<file path="src/core/servo_input_defs.svh">
// register offsets, field positions and reset values of the input function decoder
`ifndef SERVO_INPUT_DEFS_SVH
`define SERVO_INPUT_DEFS_SVH

// ----------------------------------------------------------------
// register offsets (word index on the address port)
// ----------------------------------------------------------------
`define OFS_CONTROL_MODE 8'h00
`define OFS_GEAR_SOURCE 8'h01
`define OFS_SPEED_SOURCE 8'h02
`define OFS_JOG_SPEED 8'h03
`define OFS_INT_POS_MODE 8'h04
`define OFS_NUMERATOR_BASE 8'h08
`define OFS_POS_CMD_BASE 8'h10
`define OFS_STATUS 8'h20

// ----------------------------------------------------------------
// parameter values that select behaviour
// ----------------------------------------------------------------
`define MODE_PARAM_SPEED 8'h01
`define MODE_PARAM_TORQUE 8'h02
`define MODE_PARAM_POS_SPD 8'h03
`define MODE_PARAM_POS_TRQ 8'h04
`define MODE_PARAM_SPD_TRQ 8'h05
`define GEAR_SOURCE_TERMINAL 8'h00
`define SPEED_SOURCE_JOG 8'h05
`define INT_POS_MODE_OFF 8'h00
`define INT_POS_MODE_HOLD 8'h03

// ----------------------------------------------------------------
// status register fields
// ----------------------------------------------------------------
`define ST_MODE_LSB 0
`define ST_GEAR_LSB 2
`define ST_POS_LSB 4
`define ST_JOG_RUN 7
`define ST_JOG_CW 8
`define ST_HOLD 9
`define ST_INT_POS 10
`define ST_INHIBIT 11

// ----------------------------------------------------------------
// reset values
// ----------------------------------------------------------------
`define RST_PARAM 8'h00
`define RST_JOG_SPEED 16'h0064
`define RST_NUMERATOR 16'h0001
`define RST_POS_CMD 32'h0000_0000

`endif

</file>
<file path="src/core/servo_input_pkg.sv">
// types shared by the input function decoder
package servo_input_pkg;

  typedef enum logic [1:0] {
    CTRL_POSITION = 2'b00,
    CTRL_SPEED = 2'b01,
    CTRL_TORQUE = 2'b10
  } ctrl_mode_t;

  typedef enum logic [1:0] {
    TRG_IDLE = 2'b00,
    TRG_MOVING = 2'b01
  } trig_state_t;

endpackage : servo_input_pkg

</file>
<file path="src/core/trigger_if.sv">
// signals between the decoder and its position trigger unit
interface trigger_if;
  logic enable;
  logic trigger;
  logic [2:0] select;
  logic zero_speed;
  logic start;
  logic [2:0] index;
  logic moving;

  modport decoder (output enable, output trigger, output select, output zero_speed,
                   input start, input index, input moving);
  modport unit (input enable, input trigger, input select, input zero_speed,
                output start, output index, output moving);
endinterface : trigger_if

</file>
<file path="src/core/position_trigger_unit.sv">
// accepts position triggers on a rising edge and latches the chosen command index
module position_trigger_unit
  import servo_input_pkg::*;
(
  input wire logic clk_i,
  input wire logic rst_i,
  trigger_if.unit trg
);

  logic trig_prev_q, trig_prev_d;
  logic start_q, start_d;
  logic [2:0] index_q, index_d;
  trig_state_t state_q, state_d;
  logic rise;

  assign rise = trg.trigger & ~trig_prev_q;

  always_comb begin
    trig_prev_d = trg.trigger;
    start_d = 1'b0;
    index_d = index_q;
    state_d = state_q;
    case (state_q)
      TRG_IDLE: begin
        // act on the rising edge only while the motor stands still
        if (trg.enable && rise && trg.zero_speed) begin
          start_d = 1'b1;
          index_d = trg.select;
          state_d = TRG_MOVING;
        end
      end
      TRG_MOVING: begin
        // motion ends once zero speed is seen again without a new edge
        if (!trg.enable || (trg.zero_speed && !start_q)) begin
          state_d = TRG_IDLE;
        end
        if (trg.enable && rise && trg.zero_speed) begin
          start_d = 1'b1;
          index_d = trg.select;
          state_d = TRG_MOVING;
        end
      end
      default: begin
        state_d = TRG_IDLE;
      end
    endcase
  end

  always_ff @(posedge clk_i) begin
    if (rst_i) begin
      trig_prev_q <= 1'b0;
      start_q <= 1'b0;
      index_q <= 3'h0;
      state_q <= TRG_IDLE;
    end else begin
      trig_prev_q <= trig_prev_d;
      start_q <= start_d;
      index_q <= index_d;
      state_q <= state_d;
    end
  end

  assign trg.start = start_q;
  assign trg.index = index_q;
  assign trg.moving = (state_q == TRG_MOVING);

endmodule : position_trigger_unit

</file>
<file path="src/core/servo_input_function_decoder.sv">
// digital input function decoder: mode, gear, clear, inhibit, jog, internal position, homing
`include "servo_input_defs.svh"

// How it works
// - Mode parameter 3, 4 or 5 gives a mixed mode chosen by mode select.
// - Parameter 3: select off is position control, on is speed control.
// - Parameter 4: select off is position control, on is torque control.
// - Parameter 5: select off is speed control, on is torque control.
// - Gear source 0: the two gear inputs pick numerator one to four.
// - In position mode the clear input clears the deviation counter.
// - In position mode command pulses pass unless inhibit is on.
// - Speed mode, speed source 5: ccw jog runs ccw at jog speed.
// - Speed mode, speed source 5: cw jog runs cw at jog speed.
// - Both jog inputs on together give no jog motion.
// - Hold stops the motor in internal position mode only with internal position mode parameter 3.
// - A trigger starts motion to the currently selected internal position command.
// - A further trigger is taken only while zero speed is 1.
// - Three select bits, bit 2 highest, index one of eight commands.
// - Home search start begins origin search in internal position mode.
// - Mode parameter 1 is speed control, 2 is torque control.
module servo_input_function_decoder
  import servo_input_pkg::*;
#(
  parameter int NUM_W = 16,
  parameter int SPEED_W = 16,
  parameter int POS_W = 32,
  parameter int POS_CMDS = 8
) (
  // clock and reset
  input wire logic CLK_SYS_I,
  input wire logic RST_I,
  // register port
  input wire logic [7:0] ADDR_I,
  input wire logic [31:0] WDATA_I,
  input wire logic WR_I,
  input wire logic RD_I,
  output logic [31:0] RDATA_O,
  // input terminals
  input wire logic MODE_SELECT_INPUT_I,
  input wire logic GEAR_SELECT_LOW_I,
  input wire logic GEAR_SELECT_HIGH_I,
  input wire logic DEVIATION_CLEAR_INPUT_I,
  input wire logic PULSE_INHIBIT_INPUT_I,
  input wire logic JOG_CCW_INPUT_I,
  input wire logic JOG_CW_INPUT_I,
  input wire logic HOLD_INPUT_I,
  input wire logic POSITION_TRIGGER_INPUT_I,
  input wire logic POSITION_SELECT_BIT0_I,
  input wire logic POSITION_SELECT_BIT1_I,
  input wire logic POSITION_SELECT_BIT2_I,
  input wire logic HOME_SEARCH_START_I,
  // drive state and command pulse path
  input wire logic ZERO_SPEED_OUTPUT_I,
  input wire logic CMD_PULSE_I,
  // decoded functions
  output ctrl_mode_t ACTIVE_MODE_O,
  output logic [NUM_W-1:0] GEAR_NUMERATOR_O,
  output logic DEVIATION_CLEAR_O,
  output logic CMD_PULSE_O,
  output logic JOG_RUN_O,
  output logic JOG_CW_O,
  output logic [SPEED_W-1:0] JOG_SPEED_O,
  output logic MOTOR_HOLD_O,
  output logic MOTION_START_O,
  output logic [2:0] POSITION_INDEX_O,
  output logic [POS_W-1:0] POSITION_TARGET_O,
  output logic HOME_START_O
);

  // ----------------------------------------------------------------
  // decoding helpers
  // ----------------------------------------------------------------
  // parameter 0 and values above 5 fall back to position control
  function automatic ctrl_mode_t decode_mode(input logic [7:0] param, input logic sel);
    ctrl_mode_t m;
    m = CTRL_POSITION;
    case (param)
      `MODE_PARAM_SPEED: m = CTRL_SPEED;
      `MODE_PARAM_TORQUE: m = CTRL_TORQUE;
      `MODE_PARAM_POS_SPD: m = sel ? CTRL_SPEED : CTRL_POSITION;
      `MODE_PARAM_POS_TRQ: m = sel ? CTRL_TORQUE : CTRL_POSITION;
      `MODE_PARAM_SPD_TRQ: m = sel ? CTRL_TORQUE : CTRL_SPEED;
      default: m = CTRL_POSITION;
    endcase
    return m;
  endfunction : decode_mode

  function automatic logic reg_hit(input logic [7:0] addr, input logic [7:0] ofs);
    return addr == ofs;
  endfunction : reg_hit

  function automatic logic is_position(input ctrl_mode_t m);
    return m == CTRL_POSITION;
  endfunction : is_position

  // ----------------------------------------------------------------
  // parameter registers
  // ----------------------------------------------------------------
  logic [7:0] mode_param_q, mode_param_d;
  logic [7:0] gear_src_q, gear_src_d;
  logic [7:0] speed_src_q, speed_src_d;
  logic [7:0] int_pos_mode_q, int_pos_mode_d;
  logic [SPEED_W-1:0] jog_speed_q, jog_speed_d;
  logic [NUM_W-1:0] numerator_q [4];
  logic [NUM_W-1:0] numerator_d [4];
  logic [POS_W-1:0] pos_cmd_q [POS_CMDS];
  logic [POS_W-1:0] pos_cmd_d [POS_CMDS];

  always_comb begin
    mode_param_d = mode_param_q;
    gear_src_d = gear_src_q;
    speed_src_d = speed_src_q;
    int_pos_mode_d = int_pos_mode_q;
    jog_speed_d = jog_speed_q;
    if (WR_I) begin
      if (reg_hit(ADDR_I, `OFS_CONTROL_MODE)) mode_param_d = WDATA_I[7:0];
      if (reg_hit(ADDR_I, `OFS_GEAR_SOURCE)) gear_src_d = WDATA_I[7:0];
      if (reg_hit(ADDR_I, `OFS_SPEED_SOURCE)) speed_src_d = WDATA_I[7:0];
      if (reg_hit(ADDR_I, `OFS_INT_POS_MODE)) int_pos_mode_d = WDATA_I[7:0];
      if (reg_hit(ADDR_I, `OFS_JOG_SPEED)) jog_speed_d = WDATA_I[SPEED_W-1:0];
    end
  end

  always_ff @(posedge CLK_SYS_I) begin
    if (RST_I) begin
      mode_param_q <= `RST_PARAM;
      gear_src_q <= `RST_PARAM;
      speed_src_q <= `RST_PARAM;
      int_pos_mode_q <= `RST_PARAM;
      jog_speed_q <= `RST_JOG_SPEED;
    end else begin
      mode_param_q <= mode_param_d;
      gear_src_q <= gear_src_d;
      speed_src_q <= speed_src_d;
      int_pos_mode_q <= int_pos_mode_d;
      jog_speed_q <= jog_speed_d;
    end
  end

  // ----------------------------------------------------------------
  // numerator and position command tables
  // ----------------------------------------------------------------
  for (genvar g = 0; g < 4; g++) begin : gen_num
    always_comb begin
      numerator_d[g] = numerator_q[g];
      if (WR_I && reg_hit(ADDR_I, `OFS_NUMERATOR_BASE + 8'(g))) begin
        numerator_d[g] = WDATA_I[NUM_W-1:0];
      end
    end
    always_ff @(posedge CLK_SYS_I) begin
      if (RST_I) begin
        numerator_q[g] <= `RST_NUMERATOR;
      end else begin
        numerator_q[g] <= numerator_d[g];
      end
    end
  end

  for (genvar p = 0; p < POS_CMDS; p++) begin : gen_pos
    always_comb begin
      pos_cmd_d[p] = pos_cmd_q[p];
      if (WR_I && reg_hit(ADDR_I, `OFS_POS_CMD_BASE + 8'(p))) begin
        pos_cmd_d[p] = WDATA_I[POS_W-1:0];
      end
    end
    always_ff @(posedge CLK_SYS_I) begin
      if (RST_I) begin
        pos_cmd_q[p] <= `RST_POS_CMD;
      end else begin
        pos_cmd_q[p] <= pos_cmd_d[p];
      end
    end
  end

  // ----------------------------------------------------------------
  // position trigger unit
  // ----------------------------------------------------------------
  trigger_if trg ();

  ctrl_mode_t mode_now;
  logic int_pos_now;

  assign mode_now = decode_mode(mode_param_q, MODE_SELECT_INPUT_I);
  assign int_pos_now = is_position(mode_now) && (int_pos_mode_q != `INT_POS_MODE_OFF);

  assign trg.enable = int_pos_now;
  assign trg.trigger = POSITION_TRIGGER_INPUT_I;
  assign trg.select = {POSITION_SELECT_BIT2_I, POSITION_SELECT_BIT1_I,
                       POSITION_SELECT_BIT0_I};
  assign trg.zero_speed = ZERO_SPEED_OUTPUT_I;

  position_trigger_unit u_trigger (
    .clk_i(CLK_SYS_I),
    .rst_i(RST_I),
    .trg(trg.unit)
  );

  // ----------------------------------------------------------------
  // decoded function outputs
  // ----------------------------------------------------------------
  ctrl_mode_t mode_q, mode_d;
  logic [1:0] gear_idx_q, gear_idx_d;
  logic [NUM_W-1:0] gear_num_q, gear_num_d;
  logic dev_clear_q, dev_clear_d;
  logic pulse_q, pulse_d;
  logic jog_run_q, jog_run_d;
  logic jog_cw_q, jog_cw_d;
  logic hold_q, hold_d;
  logic int_pos_q, int_pos_d;
  logic home_prev_q, home_prev_d;
  logic home_start_q, home_start_d;
  logic [POS_W-1:0] target_q, target_d;
  logic jog_enable;

  always_comb begin
    mode_d = mode_now;
    int_pos_d = int_pos_now;
    // terminals choose the numerator only with gear source 0
    gear_idx_d = 2'h0;
    if (gear_src_q == `GEAR_SOURCE_TERMINAL) begin
      gear_idx_d = {GEAR_SELECT_HIGH_I, GEAR_SELECT_LOW_I};
    end
    gear_num_d = numerator_q[gear_idx_d];
    dev_clear_d = is_position(mode_now) && DEVIATION_CLEAR_INPUT_I;
    pulse_d = is_position(mode_now) && !PULSE_INHIBIT_INPUT_I && CMD_PULSE_I;
    jog_enable = (mode_now == CTRL_SPEED) && (speed_src_q == `SPEED_SOURCE_JOG);
    jog_run_d = jog_enable && (JOG_CCW_INPUT_I ^ JOG_CW_INPUT_I);
    // direction keeps its last value while no jog runs
    jog_cw_d = jog_cw_q;
    if (jog_run_d) begin
      jog_cw_d = JOG_CW_INPUT_I;
    end
    hold_d = int_pos_now && (int_pos_mode_q == `INT_POS_MODE_HOLD)
             && HOLD_INPUT_I;
    home_prev_d = HOME_SEARCH_START_I;
    home_start_d = int_pos_now && HOME_SEARCH_START_I && !home_prev_q;
    target_d = target_q;
    if (trg.start) begin
      target_d = pos_cmd_q[trg.index];
    end
  end

  always_ff @(posedge CLK_SYS_I) begin
    if (RST_I) begin
      mode_q <= CTRL_POSITION;
      gear_idx_q <= 2'h0;
      gear_num_q <= `RST_NUMERATOR;
      dev_clear_q <= 1'b0;
      pulse_q <= 1'b0;
      jog_run_q <= 1'b0;
      jog_cw_q <= 1'b0;
      hold_q <= 1'b0;
      int_pos_q <= 1'b0;
      home_prev_q <= 1'b0;
      home_start_q <= 1'b0;
      target_q <= `RST_POS_CMD;
    end else begin
      mode_q <= mode_d;
      gear_idx_q <= gear_idx_d;
      gear_num_q <= gear_num_d;
      dev_clear_q <= dev_clear_d;
      pulse_q <= pulse_d;
      jog_run_q <= jog_run_d;
      jog_cw_q <= jog_cw_d;
      hold_q <= hold_d;
      int_pos_q <= int_pos_d;
      home_prev_q <= home_prev_d;
      home_start_q <= home_start_d;
      target_q <= target_d;
    end
  end

  // ----------------------------------------------------------------
  // register read port
  // ----------------------------------------------------------------
  logic [31:0] rdata_q, rdata_d;
  logic [31:0] status;
  logic num_row, pos_row;

  // table rows decode on the upper address bits, the low bits pick the entry
  assign num_row = ADDR_I[7:2] == 6'(`OFS_NUMERATOR_BASE >> 2);
  assign pos_row = ADDR_I[7:3] == 5'(`OFS_POS_CMD_BASE >> 3);

  always_comb begin
    status = 32'h0;
    status[`ST_MODE_LSB +: 2] = mode_q;
    status[`ST_GEAR_LSB +: 2] = gear_idx_q;
    status[`ST_POS_LSB +: 3] = trg.index;
    status[`ST_JOG_RUN] = jog_run_q;
    status[`ST_JOG_CW] = jog_cw_q;
    status[`ST_HOLD] = hold_q;
    status[`ST_INT_POS] = int_pos_q;
    status[`ST_INHIBIT] = PULSE_INHIBIT_INPUT_I;
  end

  always_comb begin
    rdata_d = 32'h0;
    if (RD_I) begin
      case (ADDR_I)
        `OFS_CONTROL_MODE: rdata_d = {24'h0, mode_param_q};
        `OFS_GEAR_SOURCE: rdata_d = {24'h0, gear_src_q};
        `OFS_SPEED_SOURCE: rdata_d = {24'h0, speed_src_q};
        `OFS_INT_POS_MODE: rdata_d = {24'h0, int_pos_mode_q};
        `OFS_JOG_SPEED: rdata_d = 32'(jog_speed_q);
        `OFS_STATUS: rdata_d = status;
        default: begin
          if (num_row) begin
            rdata_d = 32'(numerator_q[ADDR_I[1:0]]);
          end else if (pos_row) begin
            rdata_d = 32'(pos_cmd_q[ADDR_I[2:0]]);
          end
        end
      endcase
    end
  end

  always_ff @(posedge CLK_SYS_I) begin
    if (RST_I) begin
      rdata_q <= 32'h0;
    end else begin
      rdata_q <= rdata_d;
    end
  end

  // ----------------------------------------------------------------
  // outputs
  // ----------------------------------------------------------------
  assign RDATA_O = rdata_q;
  assign ACTIVE_MODE_O = mode_q;
  assign GEAR_NUMERATOR_O = gear_num_q;
  assign DEVIATION_CLEAR_O = dev_clear_q;
  assign CMD_PULSE_O = pulse_q;
  assign JOG_RUN_O = jog_run_q;
  assign JOG_CW_O = jog_cw_q;
  assign JOG_SPEED_O = jog_speed_q;
  assign MOTOR_HOLD_O = hold_q;
  assign MOTION_START_O = trg.start;
  assign POSITION_INDEX_O = trg.index;
  assign POSITION_TARGET_O = target_q;
  assign HOME_START_O = home_start_q;

endmodule : servo_input_function_decoder

</file>
<file path="config.mk">
export PLATFORM = sky130hd
export DESIGN_NAME = servo_input_function_decoder
export DESIGN_NICKNAME = d
export VERILOG_FILES = /design/src/core/servo_input_pkg.sv /design/src/core/trigger_if.sv /design/src/core/position_trigger_unit.sv /design/src/core/servo_input_function_decoder.sv
export VERILOG_INCLUDE_DIRS = /design/src /design/src/core
export SDC_FILE = /design/constraint.sdc
export NUM_CORES = 1
export LEC_CHECK = 0
export BUFFER_PORTS_ARGS = -buffer_cell sky130_fd_sc_hd__buf_4
export CAP_MARGIN = 40
export CORE_MARGIN = 5
export CORE_UTILIZATION = 41
export DETAILED_ROUTE_END_ITERATION = 7
export HOLD_SLACK_MARGIN = 0.06
export MAX_ROUTING_LAYER = met4
export PLACE_DENSITY_LB_ADDON = 0.12
export SLEW_MARGIN = 30
export SYNTH_ARGS = -nofsm -noshare
export SYNTH_HDL_FRONTEND = slang
export SYNTH_SLANG_ARGS = --single-unit
</file>
<file path="constraint.sdc">
create_clock -name CLK_SYS_I -period 6.15 [get_ports CLK_SYS_I]
set_input_delay 1.23 -clock CLK_SYS_I [delete_from_list [all_inputs] [get_ports CLK_SYS_I]]
set_output_delay 1.23 -clock CLK_SYS_I [all_outputs]
set_load 0.01 [all_outputs]
</file>
== Yosys cells after proc, flatten, opt, wreduce, memory -nomap -nowiden ==
Memories as Yosys holds them, arrays and structs flattened. A register that Yosys moved wholly into a read port is not among the register bits.
Cells that the tools add are included.
Storage, ports and cells
  RAM bits: 320
  bits in registers: 99
  memories kept: 2
  bits of input ports: 59
  output and inout bits: 108
  logic and storage cells: 178
Cells by class
  eq/ne operators: 42
  reductions and logical operators: 57
  muxes and demuxes: 40
  bitwise operators: 17
Memories
  pos_cmd_q: words 8, bits a word 32, rd ports 2, clocked after Yosys merged registers in 1, wr ports 8, line servo_input_function_decoder.sv:106  | logic [POS_W-1:0] pos_cmd_q [POS_CMDS];
  numerator_q: words 4, bits a word 16, rd ports 2, clocked after Yosys merged registers in 1, wr ports 4, line servo_input_function_decoder.sv:104  | logic [NUM_W-1:0] numerator_q [4];
Operators by type and width (count)
  $mux W32: 18
  $pmux W32 S6: 1
  $mux W16: 8
  $eq A8 B5 Y1 const B: 8
  $eq A8 B2 Y1 const B: 5
  $reduce_and A2 Y1: 19
  $eq A8 B3 Y1 const B: 4
  $eq A8 B4 Y1 const B: 4
  $logic_and A1 B1 Y1: 25
  $eq A8 B1 Y1 const B: 2
  $logic_not A8 Y1: 2
  $mux W2: 6
  $ne A1 B1 Y1 const B: 12
  $or A1 B1 Y1: 12
  $pmux W2 S5: 1
  $eq A8 B6 Y1 const B: 1
  $reduce_bool A8 Y1: 1
  $eq A6 B2 Y1 const B: 1
  $reduce_or A2 Y1: 3
  $eq A5 B2 Y1 const B: 1
  $mux W1: 5
  $eq A2 B1 Y1 const B: 2
  $logic_not A1 Y1: 4
  $logic_not A2 Y1: 2
  other kinds (7): 9

== Logic depth before layout (Yosys ltp) ==
Gate-level depths: netlist of the first run.
  depth in word-level cells: 9
  mapped depth: 7
  mapped depth without buffers: 4

== Modules after synthesis ==
From an unflattened synthesis of the first run, not the netlist that was laid out.
Second synthesis, totals
  cells, all modules: 1605
  area, all modules: 22054.9 µm²
By module, submodules not included
  servo_input_function_decoder: instances 1, cells each 1587, area each 21843.4 µm², sequential area each 12411.9 µm²
  position_trigger_unit: instances 1, cells each 18, area each 211.5 µm², sequential area each 120.1 µm²

== Worst setup path before layout of the first run ==
No wires, ideal clock.
  path kind: input to register
  start point: input ADDR_I[5]
  end point: memory pos_cmd_q[4][0] (enable)
  path buffers: 1
  arrival time: 4.335 ns
  slack: 1.345 ns
  setup time: 0.470 ns
  stages on the path: 4
  data required time: 5.680 ns
  cell sequence: buf_2 -> nor4b_4 -> nand3_1 -> o31ai_1
RTL lines
  from (decl): line servo_input_function_decoder.sv:33  | input wire logic [7:0] ADDR_I,
  to (decl): line servo_input_function_decoder.sv:106

==> summary.txt, run 1 <==
Status
  – Status: finished clean

Clock network
  – Postcts setup bufs: 0
  – Deepest clock path buffer count: 3
  – CTS tree: built
  – Post-CTS sizing: 0
  – Total CTS buffers: about 50
  – Clk pin slew, worst setup/hold paths: 0.06 ns
  – Htree depth: 2
  – Hold_buf cts: 0
  – Clock Sinks: 465
  – Clk Tree Root Cell: clkbuf_16
  – Clk Latency, worst-skew pair: about 0.6 ns

Logic synthesis
  – Post-synthesis cell count: about 1600
  – Synthesized area per cell: between 10 and 15 um2
  – Yosys synthesis warning count: 0
  – Yosys reg bits: 465
  – Top FF cell, synth: edfxtp_1
  – Register area share after synthesis: 0.563
  – Cell variety after synth: 54
  – Syn Nets: 1694
  – Mapped cell area: between 20000 and 25000 um2
  – Async SR Flop Fraction: 0
  – Post-synth EDFFs: between 300 and 400

Pwr
  – Combinational Power Share: 0.072
  – Power Internal: 5.56 mW
  – Sequential share of power: 0.489
  – Clock share of power: 0.439
  – Psw: roughly 1.6 mW
  – Net Sw Frac: 0.228
  – Total power: roughly 7 mW
  – Leak: between 9 and 10 nW
  – Peak supply drop: roughly 0.19 mV
  – PD cells: between 200 and 300 nW/um2

Global route
  – GR Util All Layers: 0.225
  – Global-route wire length before repair: approximately 98 mm
  – Vias in the first global route: approximately 15000
  – Pin count of the biggest net entering global routing: between 60 and 70
  – Antenna violations before repair: 0
  – GRT overflow: 0

Route
  – Number of DRC markers in iteration 0: 1238
  – Drt total wl: ~66 mm
  – DR WL/cell: 26.3 um
  – Final ANT Viol Nets: 0
  – Via count: around 14000
  – Initial DRT Pass Iterations: 6
  – DR vias/cell: between 5 and 6
  – Drc violations: 0

Timing
  – Least-Margin Pin Slew: 0.839 ns
  – Slew headroom: 0.440
  – RSZ-0062 raised after global routing: no
  – Setup Skew: 0.0210 ns
  – Slew Viols, Final: 0
  – Final min period: around 3.8 ns
  – Highest clock rate: 0.262 GHz
  – Tcrit/Tclk final: 0.621
  – Final Hold Violating Endpoints: 0
  – Setup-failing EPs final: 0
  – Setup_tns: 0 ns

Floorplanning
  – Die area: 58900 um2
  – Core area: 53700 um2
  – Initial Utilization: 0.414
  – Row count: between 80 and 90
  – Chip width: 243 um
  – Vert. Die Dim: 243 um
  – Total I/O pin count: 167

Cells and area
  – Finished Layout Cells: approximately 2500
  – Nets: 1822
  – Most frequent cells in the layout: and2_1 (328), edfxtp_1 (320), buf_4 (198), mux4_2 (149), dfxtp_1 (141)
  – Fraction of final layout cells sized beyond drive strength 1: 0.285
  – Final instance area: 26200 um2
  – FILL cells: roughly 4700
  – Fin util: 0.487
  – Most common cell after layout, fill and taps aside: and2_1
  – ANT cells: 0
  – Syn-to-layout area delta: 17.8%

Placed design
  – DP Wirelength: about 42 mm
  – Placed cells: between 2000 and 2500
  – Cell Area, Placed: around 24000 um2
  – Final RePlAce weighted congestion: between 0.8 and 0.9
  – Input/output buffers: between 150 and 200

Worst hold path
  – Hold/Removal Path Class: reg2reg
  – Hold depth: 1
  – Hold Path Sink: HOME_START_O
  – Hold Crit Start: home_prev_q

Critical path
  – Setup CP Type: in2reg
  – Critical Path Start: ADDR_I[2]
  – Startpoint Class: primary input
  – Reg2reg start: u_trigger.trg.index[0]
  – Max Fanout on Critical Path: 42
  – Required @ worst endpoint: roughly 6.4 ns
  – R2r endpoint: POSITION_TARGET_O[8]
  – Reg2Reg Depth: 5
  – Nature of the critical path endpoint: register
  – Crit path arrival time: around 4.1 ns
  – R2R Setup Slk: approximately 3.3 ns

Job
  – MaxCap Viol Count: 0
[sequential cells by signal, summed over array words and instances (netlist names), 16 cells and up]
signal / count
pos_cmd_q: 256
numerator_q: 64
POSITION_TARGET_O: 32
RDATA_O: 32
GEAR_NUMERATOR_O: 16
JOG_SPEED_O: 16
[routing by layer]
layer  routed length [um]  vias to the layer above  global-route usage
met4                 1360                        0              0.0491
met5                    0                        -                   -
li1                     -                     6389                   -
met1                28600                     7322               0.300
met3                 4030                      101              0.0431
met2                31700                      493               0.365
[worst max-delay path by stage]
stage,to,slack (ns),cells past startpoint
final,pos_cmd_q[5][26],2.33,5
after CTS,pos_cmd_q[6][10],2.36,5
after global placement,pos_cmd_q[7][3],1.73,5
after floorplan,pos_cmd_q[4][0],1.34,4
after detailed placement,pos_cmd_q[6][18],1.73,5
after global routing,pos_cmd_q[6][26],2.22,5
[stage by stage]
step	hold WS, ns	setup WS [ns]
detailed placement	0.396	1.73
floorplan	0.373	1.34
global route	0.425	2.22
finish	0.410	2.33
CTS	0.404	2.36
global placement	0.384	1.73
[kinds of logic (layout without fill, tap and decap cells)]
| group | after synthesis | after routing | share of synthesized area |
|---|---|---|---|
| and+or+nand+nor | 610 | 610 | 0.155 |
| DFF | 465 | 465 | 0.563 |
| muxes | 263 | 263 | 0.204 |
| buffers and inverters | 153 | 324 | 0.0312 |
| AOI/OAI and AO/OA | 143 | 143 | 0.0464 |
| xor gates and xnor gates | 1 | 1 | 0.000394 |
[critical path, stage by stage]
cell and delay (ns):
buf_4 0.62, nor2b_1 0.52, nand3_1 0.51, o21ai_4 0.72, buf_4 0.42
[Yosys cell counts (2+ instances only)]
library cell    n  area share
a31oi_1         7      0.0020
a32o_1          2     0.00090
a2111oi_0      10      0.0039
buf_6           6      0.0030
a221oi_1        8      0.0032
nand4b_1        2     0.00079
a211oi_1       32       0.011
dfxtp_1       145        0.13
a22o_1          8      0.0032
nor3_2          3      0.0014
nor2b_1         8      0.0023
mux2_2         26       0.013
inv_1          14      0.0024
a41oi_1        13      0.0051
edfxtp_1      320        0.43
nor2_1        126       0.021
nand3_2         2     0.00090
nor4_4          3      0.0029
clkbuf_1       79       0.013
and3b_1         4      0.0016
buf_4           9      0.0030
a22oi_1         6      0.0020
nand3_1        20      0.0045
mux2i_1        88       0.040
a21oi_1        26      0.0059
clkbuf_2        3     0.00068
o21ai_0        16      0.0036
nor3b_1         2     0.00068
a311oi_1        2     0.00079
and3_1         15      0.0042
a222oi_1        6      0.0027
buf_1          13      0.0022
buf_2          29      0.0065
or3_1           4      0.0011
nor3_1         11      0.0025
nand2b_1        4      0.0011
nand4_2         3      0.0017
nor4_1          2     0.00056
nand2_1        64       0.011
or4_1           3      0.0010
and2_1        328       0.092
o31ai_1         3      0.0010
mux4_2        149        0.15
[power groups by stage]
stage / sequential, mW / combinational [mW] / clock, mW
floorplan: 3.57 / 0.303 / 0
global placement: 3.58 / 0.514 / 0
detailed placement: 3.59 / 0.519 / 0
CTS: 3.52 / 0.520 / 3.23
global route: 3.53 / 0.546 / 3.37
finish: 3.52 / 0.515 / 3.16
[cell type report]
class / instances / area, um2 / share of cell area
well taps: 696 / 871 / 0.0333
clock inverters: 16 / 125 / 0.00478
flip-flops and latches: 465 / 12500 / 0.478
inverters: 14 / 52.6 / 0.00201
repair buffers: 214 / 1800 / 0.0686
multi-input cells: 1017 / 9170 / 0.350
clock buffers: 80 / 1640 / 0.0627
(Power assumes the default switching activity.)
==> run 2: changes to the inputs <==
clock period = 3.27 ns   (was 6.15 ns; I/O delays follow)
==> run 2 against run 1 <==
Wire length increased by 2.6%. Total power increased by 94%. First-iteration DRC count increased by 12%. Non-clock buffer count increased by 34. Final cell count increased by 1.6%. Setup slack got worse by 1.7 ns. Highest routed layer unchanged. Utilization increased by 0.65 points. Flip-flop and latch count unchanged. Combinational power increased by 93%.
==> summary.txt, run 2 (synthesis gave the netlist of run 1 again) <==
Status
  – Status: finished clean

Critical path
  – Crit path arrival time: 3.18 ns (-0.90 ns)
  – Startpoint Class: register
  – R2r endpoint: GEAR_NUMERATOR_O[8]
  – Setup CP Type: reg2reg
  – R2R Setup Slk: 0.64 ns (-2.62 ns)
  – Reg2Reg Depth: 5 (unchanged)
  – Required @ worst endpoint: 3.82 ns (-2.59 ns)
  – Nature of the critical path endpoint: register
  – Max Fanout on Critical Path: 12 (-71%)
  – Reg2reg start: gear_src_q[0]

Placed design
  – Cell Area, Placed: 24600 um2 (+1.1%)
  – Placed cells: 2440 (+1.5%)
  – Input/output buffers: 166 (unchanged)
  – DP Wirelength: 42.9 mm (+1.6%)
  – Final RePlAce weighted congestion: 0.805 (-5.0%)

Pwr
  – Sequential share of power: 0.474 (-0.015)
  – PD cells: 527 nW/um2 (+92%)
  – Combinational Power Share: 0.071 (about the same)
  – Psw: 3.18 mW (+94%)
  – Net Sw Frac: 0.228 (+0.000351)
  – Peak supply drop: 0.365 mV (+92%)
  – Leak: 9.68 nW (+2.5%)
  – Clock share of power: 0.455 (+0.016)
  – Power Internal: 10.8 mW (+94%)

Clock network
  – Postcts setup bufs: 0 (unchanged)
  – Total CTS buffers: 53 (+3.9%)
  – Post-CTS sizing: 0 (unchanged)
  – Clock Sinks: 465 (unchanged)
  – Clk pin slew, worst setup/hold paths: 0.06 ns (about the same)
  – Htree depth: 2 (unchanged)
  – CTS tree: built
  – Hold_buf cts: 0 (unchanged)
  – Clk Latency, worst-skew pair: 0.61 ns (about the same)
  – Clk Tree Root Cell: clkbuf_16
  – Deepest clock path buffer count: 3 (unchanged)

Cells and area
  – Top flop regs: pos_cmd_q (256), numerator_q (64)
  – Multi-input logic area: 9120 um2 (-0.51%)
  – Fraction of final layout cells sized beyond drive strength 1: 0.295 (+0.0104)
  – Most common cell after layout, fill and taps aside: and2_1
  – FILL cells: 4617 (-1.8%)
  – Most frequent cells in the layout: and2_1 (328), edfxtp_1 (320), buf_4 (231), mux4_2 (149), dfxtp_1 (141)
  – Max FFs per register: 256 (unchanged)
  – Syn-to-layout area delta: 19.4%
  – Biggest register: pos_cmd_q
  – FF+latch area: 12500 um2 (unchanged)
  – Finished Layout Cells: 2543 (+1.6%)
  – Final instance area: 26500 um2 (+1.3%)
  – Nets: 1858 (+2.0%)

Global route
  – GR Util All Layers: 0.231 (+0.00555)
  – Antenna violations before repair: 3 (+3)
  – Pin count of the biggest net entering global routing: 99 (+50%)
  – Vias in the first global route: 14900 (+1.1%)
  – Global-route wire length before repair: 99.7 mm (+2.2%)
  – GRT overflow: 0 (unchanged)

Floorplanning
  – Initial Utilization: 0.414 (unchanged)
  – Die area: 58900 um2 (unchanged)
  – Row count: 85 (unchanged)
  – Chip width: 243 um (unchanged)
  – Total I/O pin count: 167 (unchanged)
  – Core area: 53700 um2 (unchanged)
  – Vert. Die Dim: 243 um (unchanged)

Route
  – Number of DRC markers in iteration 0: 1387 (+12%)
  – Drc violations: 0 (unchanged)
  – Drt total wl: 67.5 mm (+2.6%)
  – Initial DRT Pass Iterations: 5 (-1)
  – DR vias/cell: 5.76 (+0.82%)
  – Final ANT Viol Nets: 0 (unchanged)
  – Via count: 14700 (+2.5%)
  – DR WL/cell: 26.6 um (+0.99%)

Timing
  – Tcrit/Tclk final: 0.805
  – Slew headroom: 0.437 (-0.00340)
  – Setup Skew: 0.0222 ns (+0.00124 ns)
  – RSZ-0062 raised after global routing: no
  – Slew Viols, Final: 0 (unchanged)
  – Least-Margin Pin Slew: 0.842 ns (+0.00306 ns)
  – Final Hold Violating Endpoints: 0 (unchanged)
  – Highest clock rate: 0.380 GHz
  – Final min period: 2.63 ns
  – Setup-failing EPs final: 0 (unchanged)

Worst hold path
  – Hold depth: 2 (+1)
  – Hold/Removal Path Class: in2reg
  – Hold Path Sink: DEVIATION_CLEAR_O
  – Hold Crit Start: DEVIATION_CLEAR_INPUT_I

Job
  – MaxCap Viol Count: 0 (unchanged)
## run 2: cell count changes in the layout (fill, tap and decap cells not counted), sizes merged
cell | before | now
clkinv | 12 | 17
buf | 213 | 248
bufinv | 1 | 5
inv | 15 | 19
clkbuf | 81 | 73
clkinvlp | 2 | 0
diode | 0 | 3
## run 2: layout make-up
cell class,count,share of cell area
Antenna cell,3,0.000283
Clock buffer,73,0.0604
Clock inverter,27,0.0105
Inverter,14,0.00198
Multi-Input combinational cell,1017,0.344
Sequential cell,465,0.472
Tap cell,696,0.0328
Timing Repair Buffer,248,0.0779
## run 2: critical path: stages, from the launching register on
cell and delay (ns):
dfxtp_1 0.35, nor4_4 0.69, and2_1 0.64, nor2_1 0.09, a2111oi_0 0.58, buf_4 0.22
## run 2: per-layer routing
metal / track usage / up-vias / share of wire
met5: - / - / 0
met4: 0.0597 / 0 / 0.022
met3: 0.0415 / 103 / 0.070
met2: 0.359 / 561 / 0.47
met1: 0.318 / 7539 / 0.44
li1: - / 6456 / -
## run 2: stage by stage
| stage | utilization | hold slack, ns | power, mW | worst slack, ns | TNS (ns) |
|---|---|---|---|---|---|
| 4_1_cts | 0.494 | 0.218 | 14.1 | 0.634 | 0 |
| 5_1_grt | 0.494 | 0.259 | 14.4 | 0.541 | 0 |
| 2_1_floorplan | - | 0.373 | 7.29 | -0.858 | -82.85 |
| 3_3_place_gp | 0.459 | 0.384 | 7.72 | 0.346 | 0 |
| 6_report | 0.494 | 0.249 | 14.0 | 0.637 | 0 |
| 3_5_place_dp | 0.459 | 0.391 | 7.74 | 0.326 | 0 |
## run 2: worst max-delay path by stage
| stage | start | end | slack [ns] | cells past startpoint |
|---|---|---|---|---|
| CTS | gear_src_q[0] | GEAR_NUMERATOR_O[8] | 0.63 | 5 |
| floorplan | ADDR_I[0] | pos_cmd_q[6][0] | -0.86 | 5 |
| detailed placement | ADDR_I[0] | RDATA_O[8] | 0.33 | 5 |
| global route | gear_src_q[0] | GEAR_NUMERATOR_O[8] | 0.54 | 5 |
| finish | gear_src_q[0] | GEAR_NUMERATOR_O[8] | 0.64 | 5 |
| global placement | ADDR_I[0] | RDATA_O[8] | 0.35 | 5 |
## run 2: power by group through the flow
stage	sequential [mW]	clock [mW]	combinational, mW
final	6.62	6.36	0.993
after global routing	6.64	6.70	1.05
after CTS	6.62	6.46	0.999
after detailed placement	6.74	0	0.996
after global placement	6.73	0	0.990
after floorplan	6.72	0	0.571
